--- config.mk ---
export PLATFORM = sky130hd
export DESIGN_NAME = ingress_priority_remarker
export DESIGN_NICKNAME = d
export VERILOG_FILES = /design/src/remark_pkg.sv /design/src/ingress_priority_remarker.sv
export SDC_FILE = /design/constraint.sdc
export NUM_CORES = 2
export LEC_CHECK = 0
export BUFFER_PORTS_ARGS = -buffer_cell sky130_fd_sc_hd__buf_2
export CAP_MARGIN = 20
export CORE_MARGIN = 2
export CORE_UTILIZATION = 45
export CTS_BUF_LIST = sky130_fd_sc_hd__clkbuf_8 sky130_fd_sc_hd__clkbuf_16
export CTS_CLUSTER_DIAMETER = 80
export DETAILED_ROUTE_END_ITERATION = 16
export RECOVER_POWER = 50
export SLEW_MARGIN = 0
export SYNTH_ARGS = -nofsm -noshare
export SYNTH_HDL_FRONTEND = slang
export SYNTH_SLANG_ARGS = --single-unit
--- constraint.sdc ---
create_clock -name core_clk_i -period 56.3 [get_ports core_clk_i]
set_input_delay 11.26 -clock core_clk_i [delete_from_list [all_inputs] [get_ports core_clk_i]]
set_output_delay 11.26 -clock core_clk_i [all_outputs]
set_load 0.01 [all_outputs]
--- src/remark_pkg.sv ---
package remark_pkg;

   // --------------------------------------------------------------
   // register indices on the plain management port
   // --------------------------------------------------------------
   localparam int          ADDR_W      = 8;
   localparam int          DATA_W      = 32;
   localparam logic [7:0]  REG_PORT0   = 8'h00;
   localparam logic [7:0]  REG_GLOBAL  = 8'h40;
   localparam logic [7:0]  REG_CMAP    = 8'h41;
   localparam logic [7:0]  REG_STAT    = 8'h42;

   // --------------------------------------------------------------
   // per-port and global register field positions
   // --------------------------------------------------------------
   localparam int          F_DEFPRI    = 0;
   localparam int          F_GMRP      = 3;
   localparam int          F_MODE      = 4;
   localparam int          F_SUB       = 6;
   localparam int          F_DSCP      = 8;
   localparam int          F_PREC      = 16;
   localparam int          F_GLB_GMRP  = 0;

   // --------------------------------------------------------------
   // reset values
   // --------------------------------------------------------------
   localparam logic [2:0]  DEFPRI_RST  = 3'h0;
   localparam logic [15:0] CMAP_RST    = 16'hFA50;

   // --------------------------------------------------------------
   // differentiated-services modes and sub-modes
   // --------------------------------------------------------------
   localparam logic [1:0]  DS_OFF      = 2'h0;
   localparam logic [1:0]  DS_DSCP     = 2'h1;
   localparam logic [1:0]  DS_PREC     = 2'h2;
   localparam logic [1:0]  SUB_IFZERO  = 2'h0;
   localparam logic [1:0]  SUB_FORCE   = 2'h1;
   localparam logic [1:0]  SUB_P2T     = 2'h2;
   localparam logic [1:0]  SUB_T2P     = 2'h3;

   typedef struct packed {
      logic [2:0] prec_value;
      logic [5:0] dscp_value;
      logic [1:0] sub_mode;
      logic [1:0] ds_mode;
      logic       gmrp_en;
      logic [2:0] def_prio;
   } port_cfg_t;

endpackage

--- src/ingress_priority_remarker.sv ---
// Function
// - each port holds a default priority, reset zero, given to unprioritised packets
// - each of eight priorities maps to a class 0..3 choosing the queue
// - each port has its own multicast-registration enable
// - a port enable counts only while the global enable is set
// - precedence is the top three bits of the service byte, written back there
// - per port: no rewrite, code-point mode or precedence mode
// - code-point force: every IPv4 packet gets the configured code point
// - code-point if-zero: replace only when received code point is zero
// - precedence force: every IPv4 packet gets the configured precedence
// - precedence-to-tag: copy IP precedence into the tag priority
// - after that copy the new priority selects the queue
// - tag-to-precedence: copy tag priority into the IP precedence
// - replacement code point per port ranges 0..63
// - replacement precedence per port ranges 0..7
//
// Chosen here: the register addresses and the plain strobed port.
`timescale 1ns/1ns
`default_nettype none

// ------------------------------------------------------------------
// descriptor fifo
// ------------------------------------------------------------------
module desc_fifo #(
   parameter int WIDTH = 8,
   parameter int DEPTH = 16
) (
   input  wire logic             core_clk_i, // clock
   input  wire logic             rst_i,      // async reset
   input  wire logic             in_valid_i, // push request
   output logic                  in_ready_o, // room for a word
   input  wire logic [WIDTH-1:0] in_data_i,  // pushed word
   output logic                  out_valid_o,// word at head
   input  wire logic             out_ready_i,// pop request
   output logic [WIDTH-1:0]      out_data_o  // head word
);

   localparam int AW = $clog2(DEPTH);

   typedef struct packed {
      logic [DEPTH-1:0][WIDTH-1:0] mem;
      logic [AW-1:0]               wptr;
      logic [AW-1:0]               rptr;
      logic [AW:0]                 cnt;
      logic                        rdy;
      logic                        vld;
   } fifo_t;

   fifo_t q_ff;
   fifo_t nxt_q;

   logic  push;
   logic  pop;

   // ready and valid are kept as flops so that both stay honest
   // without a combinational path through the count
   always_comb begin
      nxt_q = q_ff;
      push  = in_valid_i & q_ff.rdy;
      pop   = out_ready_i & q_ff.vld;
      if (push) begin
         nxt_q.mem[q_ff.wptr] = in_data_i;
         nxt_q.wptr = q_ff.wptr + 1'b1;
      end
      if (pop) begin
         nxt_q.rptr = q_ff.rptr + 1'b1;
      end
      if (push && !pop) begin
         nxt_q.cnt = q_ff.cnt + 1'b1;
      end else if (pop && !push) begin
         nxt_q.cnt = q_ff.cnt - 1'b1;
      end
      nxt_q.rdy = (nxt_q.cnt != (AW+1)'(DEPTH));
      nxt_q.vld = (nxt_q.cnt != '0);
   end

   always_ff @(posedge core_clk_i or posedge rst_i) begin
      if (rst_i) begin
         q_ff     <= '0;
         q_ff.rdy <= 1'b1;
      end else begin
         q_ff     <= nxt_q;
      end
   end

   assign in_ready_o  = q_ff.rdy;
   assign out_valid_o = q_ff.vld;
   assign out_data_o  = q_ff.mem[q_ff.rptr];

endmodule

// ------------------------------------------------------------------
// ingress priority remarker
// ------------------------------------------------------------------
module ingress_priority_remarker
   import remark_pkg::*;
#(
   parameter int NUM_PORTS  = 26,
   parameter int PORT_W     = 5,
   parameter int FIFO_DEPTH = 16
) (
   input  wire logic              core_clk_i,  // 20 MHz clock
   input  wire logic              rst_i,       // async reset, high
   input  wire logic [ADDR_W-1:0] reg_addr_i,  // register index
   input  wire logic [DATA_W-1:0] reg_wdata_i, // write data
   input  wire logic              reg_wr_i,    // write strobe
   input  wire logic              reg_rd_i,    // read strobe
   output logic [DATA_W-1:0]      reg_rdata_o, // read data, next cycle
   input  wire logic              pkt_valid_i, // descriptor offered
   output logic                   pkt_ready_o, // descriptor taken
   input  wire logic [PORT_W-1:0] pkt_port_i,  // receive port
   input  wire logic              pkt_ipv4_i,  // packet is IPv4
   input  wire logic              pkt_tagged_i,// packet has a priority
   input  wire logic [2:0]        pkt_prio_i,  // received tag priority
   input  wire logic [7:0]        pkt_tos_i,   // received service byte
   input  wire logic [15:0]       pkt_csum_i,  // received header checksum
   output logic                   out_valid_o, // result valid
   input  wire logic              out_ready_i, // queue logic accepts
   output logic [PORT_W-1:0]      out_port_o,  // receive port
   output logic                   out_ipv4_o,  // packet is IPv4
   output logic                   out_tagged_o,// packet had a tag
   output logic [2:0]             out_prio_o,  // final priority
   output logic [1:0]             out_class_o, // queue class 0..3
   output logic [7:0]             out_tos_o,   // final service byte
   output logic [15:0]            out_csum_o,  // final checksum
   output logic                   out_gmrp_o   // registration active
);

   localparam int PW = PORT_W + 2 + 3 + 8 + 16;

   typedef struct packed {
      port_cfg_t [NUM_PORTS-1:0] cfg;
      logic                      gmrp_glob;
      logic [15:0]               cmap;
      logic [DATA_W-1:0]         rdata;
      logic                      o_valid;
      logic [PORT_W-1:0]         o_port;
      logic                      o_ipv4;
      logic                      o_tagged;
      logic [2:0]                o_prio;
      logic [1:0]                o_class;
      logic [7:0]                o_tos;
      logic [15:0]               o_csum;
      logic                      o_gmrp;
      logic [15:0]               pkt_cnt;
      logic [15:0]               rew_cnt;
   } state_t;

   state_t q_ff;
   state_t nxt_q;

   // ---------------------------------------------------------------
   // descriptor buffer
   // ---------------------------------------------------------------
   logic          h_valid;
   logic          h_take;
   logic [PW-1:0] h_word;

   desc_fifo #(
      .WIDTH (PW),
      .DEPTH (FIFO_DEPTH)
   ) u_fifo (
      .core_clk_i  (core_clk_i),
      .rst_i       (rst_i),
      .in_valid_i  (pkt_valid_i),
      .in_ready_o  (pkt_ready_o),
      .in_data_i   ({pkt_port_i, pkt_ipv4_i, pkt_tagged_i,
                     pkt_prio_i, pkt_tos_i, pkt_csum_i}),
      .out_valid_o (h_valid),
      .out_ready_i (h_take),
      .out_data_o  (h_word)
   );

   // a stalled queue stops the output stage, which stops the pops
   assign h_take = h_valid & (~q_ff.o_valid | out_ready_i);

   // ---------------------------------------------------------------
   // one's-complement helper for incremental checksum update
   // ---------------------------------------------------------------
   function automatic logic [15:0] oc_add(input logic [15:0] a,
                                          input logic [15:0] b);
      logic [16:0] s;
      s = {1'b0, a} + {1'b0, b};
      return s[15:0] + {15'h0, s[16]};
   endfunction

   // ---------------------------------------------------------------
   // classification and rewrite of the head descriptor
   // ---------------------------------------------------------------
   logic [PORT_W-1:0] h_port;
   logic              h_ipv4;
   logic              h_tagged;
   logic [2:0]        h_prio;
   logic [7:0]        h_tos;
   logic [15:0]       h_csum;
   port_cfg_t         c;
   logic [2:0]        prio;
   logic [2:0]        new_prio;
   logic [7:0]        new_tos;
   logic [1:0]        new_class;
   logic [15:0]       new_csum;

   assign {h_port, h_ipv4, h_tagged, h_prio, h_tos, h_csum} = h_word;

   always_comb begin
      // out-of-range ports behave as a port at reset defaults
      c = '0;
      if (int'(h_port) < NUM_PORTS) begin
         c = q_ff.cfg[h_port];
      end
      prio     = h_tagged ? h_prio : c.def_prio;
      new_prio = prio;
      new_tos  = h_tos;
      if (h_ipv4) begin
         unique case (c.ds_mode)
            DS_DSCP: begin
               if (c.sub_mode == SUB_FORCE) begin
                  new_tos[7:2] = c.dscp_value;
               end else if (c.sub_mode == SUB_IFZERO &&
                            h_tos[7:2] == 6'h00) begin
                  new_tos[7:2] = c.dscp_value;
               end
            end
            DS_PREC: begin
               unique case (c.sub_mode)
                  SUB_FORCE:
                     new_tos[7:5] = c.prec_value;
                  SUB_P2T:
                     new_prio = h_tos[7:5];
                  SUB_T2P:
                     new_tos[7:5] = prio;
                  default: ;
               endcase
            end
            default: ;
         endcase
      end
      // queue class follows the rewritten priority
      new_class = q_ff.cmap[{new_prio, 1'b0} +: 2];
      // incremental update: only the service byte of word 0 changes
      new_csum = h_csum;
      if (new_tos != h_tos) begin
         new_csum = ~oc_add(oc_add(~h_csum, {8'hFF, ~h_tos}),
                            {8'h00, new_tos});
      end
   end

   // ---------------------------------------------------------------
   // register port and output stage
   // ---------------------------------------------------------------
   always_comb begin
      nxt_q       = q_ff;
      nxt_q.rdata = '0;

      if (reg_wr_i) begin
         if (int'(reg_addr_i) < NUM_PORTS) begin
            nxt_q.cfg[reg_addr_i].def_prio =
               reg_wdata_i[F_DEFPRI +: 3];
            nxt_q.cfg[reg_addr_i].gmrp_en =
               reg_wdata_i[F_GMRP];
            nxt_q.cfg[reg_addr_i].ds_mode =
               reg_wdata_i[F_MODE +: 2];
            nxt_q.cfg[reg_addr_i].sub_mode =
               reg_wdata_i[F_SUB +: 2];
            nxt_q.cfg[reg_addr_i].dscp_value =
               reg_wdata_i[F_DSCP +: 6];
            nxt_q.cfg[reg_addr_i].prec_value =
               reg_wdata_i[F_PREC +: 3];
         end else if (reg_addr_i == REG_GLOBAL) begin
            nxt_q.gmrp_glob = reg_wdata_i[F_GLB_GMRP];
         end else if (reg_addr_i == REG_CMAP) begin
            nxt_q.cmap = reg_wdata_i[15:0];
         end
      end

      if (reg_rd_i) begin
         if (int'(reg_addr_i) < NUM_PORTS) begin
            nxt_q.rdata[F_DEFPRI +: 3] = q_ff.cfg[reg_addr_i].def_prio;
            nxt_q.rdata[F_GMRP]        = q_ff.cfg[reg_addr_i].gmrp_en;
            nxt_q.rdata[F_MODE +: 2]   = q_ff.cfg[reg_addr_i].ds_mode;
            nxt_q.rdata[F_SUB +: 2]    = q_ff.cfg[reg_addr_i].sub_mode;
            nxt_q.rdata[F_DSCP +: 6]   = q_ff.cfg[reg_addr_i].dscp_value;
            nxt_q.rdata[F_PREC +: 3]   = q_ff.cfg[reg_addr_i].prec_value;
         end else if (reg_addr_i == REG_GLOBAL) begin
            nxt_q.rdata[F_GLB_GMRP] = q_ff.gmrp_glob;
         end else if (reg_addr_i == REG_CMAP) begin
            nxt_q.rdata[15:0] = q_ff.cmap;
         end else if (reg_addr_i == REG_STAT) begin
            nxt_q.rdata = {q_ff.rew_cnt, q_ff.pkt_cnt};
         end
      end

      if (out_ready_i) begin
         nxt_q.o_valid = 1'b0;
      end
      if (h_take) begin
         nxt_q.o_valid  = 1'b1;
         nxt_q.o_port   = h_port;
         nxt_q.o_ipv4   = h_ipv4;
         nxt_q.o_tagged = h_tagged;
         nxt_q.o_prio   = new_prio;
         nxt_q.o_class  = new_class;
         nxt_q.o_tos    = new_tos;
         nxt_q.o_csum   = new_csum;
         nxt_q.o_gmrp   = c.gmrp_en & q_ff.gmrp_glob;
         nxt_q.pkt_cnt  = q_ff.pkt_cnt + 1'b1;
         if (new_tos != h_tos || new_prio != prio) begin
            nxt_q.rew_cnt = q_ff.rew_cnt + 1'b1;
         end
      end
   end

   always_ff @(posedge core_clk_i or posedge rst_i) begin
      if (rst_i) begin
         q_ff      <= '0;
         q_ff.cmap <= CMAP_RST;
      end else begin
         q_ff      <= nxt_q;
      end
   end

   // ---------------------------------------------------------------
   // outputs
   // ---------------------------------------------------------------
   assign reg_rdata_o  = q_ff.rdata;
   assign out_valid_o  = q_ff.o_valid;
   assign out_port_o   = q_ff.o_port;
   assign out_ipv4_o   = q_ff.o_ipv4;
   assign out_tagged_o = q_ff.o_tagged;
   assign out_prio_o   = q_ff.o_prio;
   assign out_class_o  = q_ff.o_class;
   assign out_tos_o    = q_ff.o_tos;
   assign out_csum_o   = q_ff.o_csum;
   assign out_gmrp_o   = q_ff.o_gmrp;

endmodule

`default_nettype wire

==> results.ini <==
[global_routing]
grt_pass1_wl_um = 253000
grt.met3_usage = 0.0476
grt_overflow = 0
use_met2 = 0.418
grt_max_degree = 176
grtUsageMet1 = 0.356
busiest_layer = met2
grt_pass1_vias = 37009
antenna_found_initial = 13
track_usage = 0.260

[final_layout]
fin_nets = 4368
final_cells = 6010
layout_commonest_cell = dfrtp_1
final_cell_mix = dfrtp_1, mux2_2, nand2_1, mux4_2, mux2i_1
drive_gt1_frac = 0.388
syn2layout_area_growth_pct = 10.0

[synthesis]
synthCells = 4286
seq_area_frac_synth = 0.490
syn_area_um2 = 57200
synth_seq_cells = 1120
syn_nets = 4399
synthFlopType = dfrtp_1
synth_edf_count = 0
async_flop_share = 1.00
synth.distinct_cells = 103
yosys_warnings = 0
syn_avg_cell_area_um2 = 13.3

[floorplan]
start_util = 0.454
dieArea_um2 = 130000
ioPinCount = 151
coreArea_um2 = 126000
rows = 130
fp.dieH_um = 361
chipWidth_um = 361

[worst_setup_path]
start_kind = input pin
required_ns = 54.88
r2r_slack_ns = 45.11
cp_max_fo = 175
worstPathArrival_ns = 20.73
rr_worst_depth = 35
path_class = in -> async
end_kind = asynchronous set/reset pin

[timing]
min_period_ns = 22.15
clock_skew_ns = 0.0269
setup_viol = 0
max_clock_freq_mhz = 45.1
worstMarginPinSlew_ns = 9.06
fin_tns_setup_ns = 0
slew_viol_final = 1278
slew_headroom = -5.04
finalCritPeriodShare = 0.393
finalHoldViolCount = 0
grt_setup_unrepaired = false

[clock_network]
ctsHoldBuffers = 0
cts_tree = built
cts_made_buffers = 121
path_clk_slew_ns = 0.06
cts_setup_buffers = 0
cts_resized = 0
clockBufferDepth = 3
cts_sinks = 1120
root_buffer = clkbuf_16
htree_levels = 3
worstSkewPairLatency_ns = 0.76

[hold_path]
hold_class = reg -> reg
hold_depth = 1

[placed_design]
gp_congestion = 0.871
dp_hpwl_um = 101000
io_buffers = 137
dp_cells = 5782

[detailed_routing]
num_vias = 36812
viasPerCell = 6.13
dr.pass1.iters = 8
finalWirelength_um = 169000
drt_first_iter_violations = 3608
drc = 0
ant_nets = 0
wl_per_cell_um = 28.1

[job]
cap_violations = 26

[status]
violations = max-capacitance violations, max-slew violations
status = finished with violations

cell families (layout without fill, tap and decap cells):
family | count (synthesis) | count (layout) | share of synthesized area
buf+inv | 441 | 510 | 0.0381
other cells | 0 | 5 | 0
simple gates | 717 | 717 | 0.0587
compound gates | 391 | 391 | 0.0477
fa+ha+maj | 34 | 34 | 0.00765
xor+xnor | 92 | 92 | 0.0149
flops | 1120 | 1120 | 0.490
mux | 1491 | 1491 | 0.343
state kept, by name, indices dropped and copies added, names as in the netlist, 2 cells and up:
name and count:
u_fifo.q_ff 557, q_ff 491, reg_rdata_o 32, out_csum_o 16
out_tos_o 8, out_port_o 5, out_prio_o 3, out_class_o 2
layout make-up:
| cell class | count | area (µm²) |
|---|---|---|
| tap | 1650 | 2060 |
| inverter | 49 | 185 |
| multi-input combinational | 2725 | 27100 |
| clock inverter | 70 | 722 |
| clock buffer | 153 | 3480 |
| antenna | 5 | 12.5 |
| timing repair buffer | 238 | 1290 |
| fill | 11105 | 62900 |
| sequential | 1120 | 28100 |
routing by layer:
metal / vias to the layer above / wire, µm
li1: 15734 / -
met1: 19512 / 72000
met2: 1218 / 79900
met3: 338 / 10600
met4: 10 / 6070
met5: - / 65
synthesized netlist by cell type, types with 11 or more instances:
library cell / count / area [µm²]
mux4_1: 31 / 815
nor3_1: 20 / 100
nand3_1: 71 / 355
buf_1: 25 / 93.8
nor2_1: 130 / 488
o22ai_1: 43 / 269
buf_6: 13 / 146
a311oi_1: 16 / 140
nand2_1: 334 / 1250
nand2b_1: 15 / 93.8
mux4_2: 230 / 5180
mux2i_1: 205 / 2050
a21oi_1: 62 / 310
and3_1: 26 / 163
a31oi_1: 21 / 131
a22oi_1: 11 / 82.6
nand4_1: 23 / 144
clkbuf_1: 234 / 878
o21ai_0: 80 / 400
nor2b_1: 12 / 75.1
buf_4: 79 / 593
and2_1: 26 / 163
xor2_1: 36 / 315
inv_1: 49 / 184
dfrtp_1: 1111 / 27800
mux2_2: 1016 / 11400
o221ai_1: 25 / 219
buf_2: 35 / 175
xnor2_1: 51 / 447
a211oi_1: 13 / 97.6
o211ai_1: 17 / 128
ha_1: 31 / 388
worst paths after layout:
path,startpoint,endpoint
worst max-delay path,rst_i,u_fifo.q_ff[123]
worst min-delay path,q_ff[15],q_ff[15]
worst max register to register,u_fifo.q_ff[7],out_csum_o[14]
worst min register to register,q_ff[15],q_ff[15]
max in group core_clk_i,reg_addr_i[2],q_ff[214]
min in group asynchronous,rst_i,u_fifo.q_ff[6]
stage by stage:
stage / hold WS [ns] / utilization / setup slack (ns) / instance area [µm²]
after floorplan: 0.434 / - / 13.52 / 57200
after detailed placement: 0.458 / 0.469 / 41.20 / 59000
after global placement: 0.452 / 0.469 / 41.29 / 59000
after global routing: 0.487 / 0.500 / 31.72 / 62900
final: 0.462 / 0.500 / 34.15 / 63000
after CTS: 0.466 / 0.502 / 42.01 / 63200
critical path: stages:
cell        delay, ns
buf_2            0.10
clkinvlp_2       2.62
clkbuf_1         6.50
Power is not shown: default switching activity piles up to over one toggle a cycle in this logic, so the estimate is an artifact.
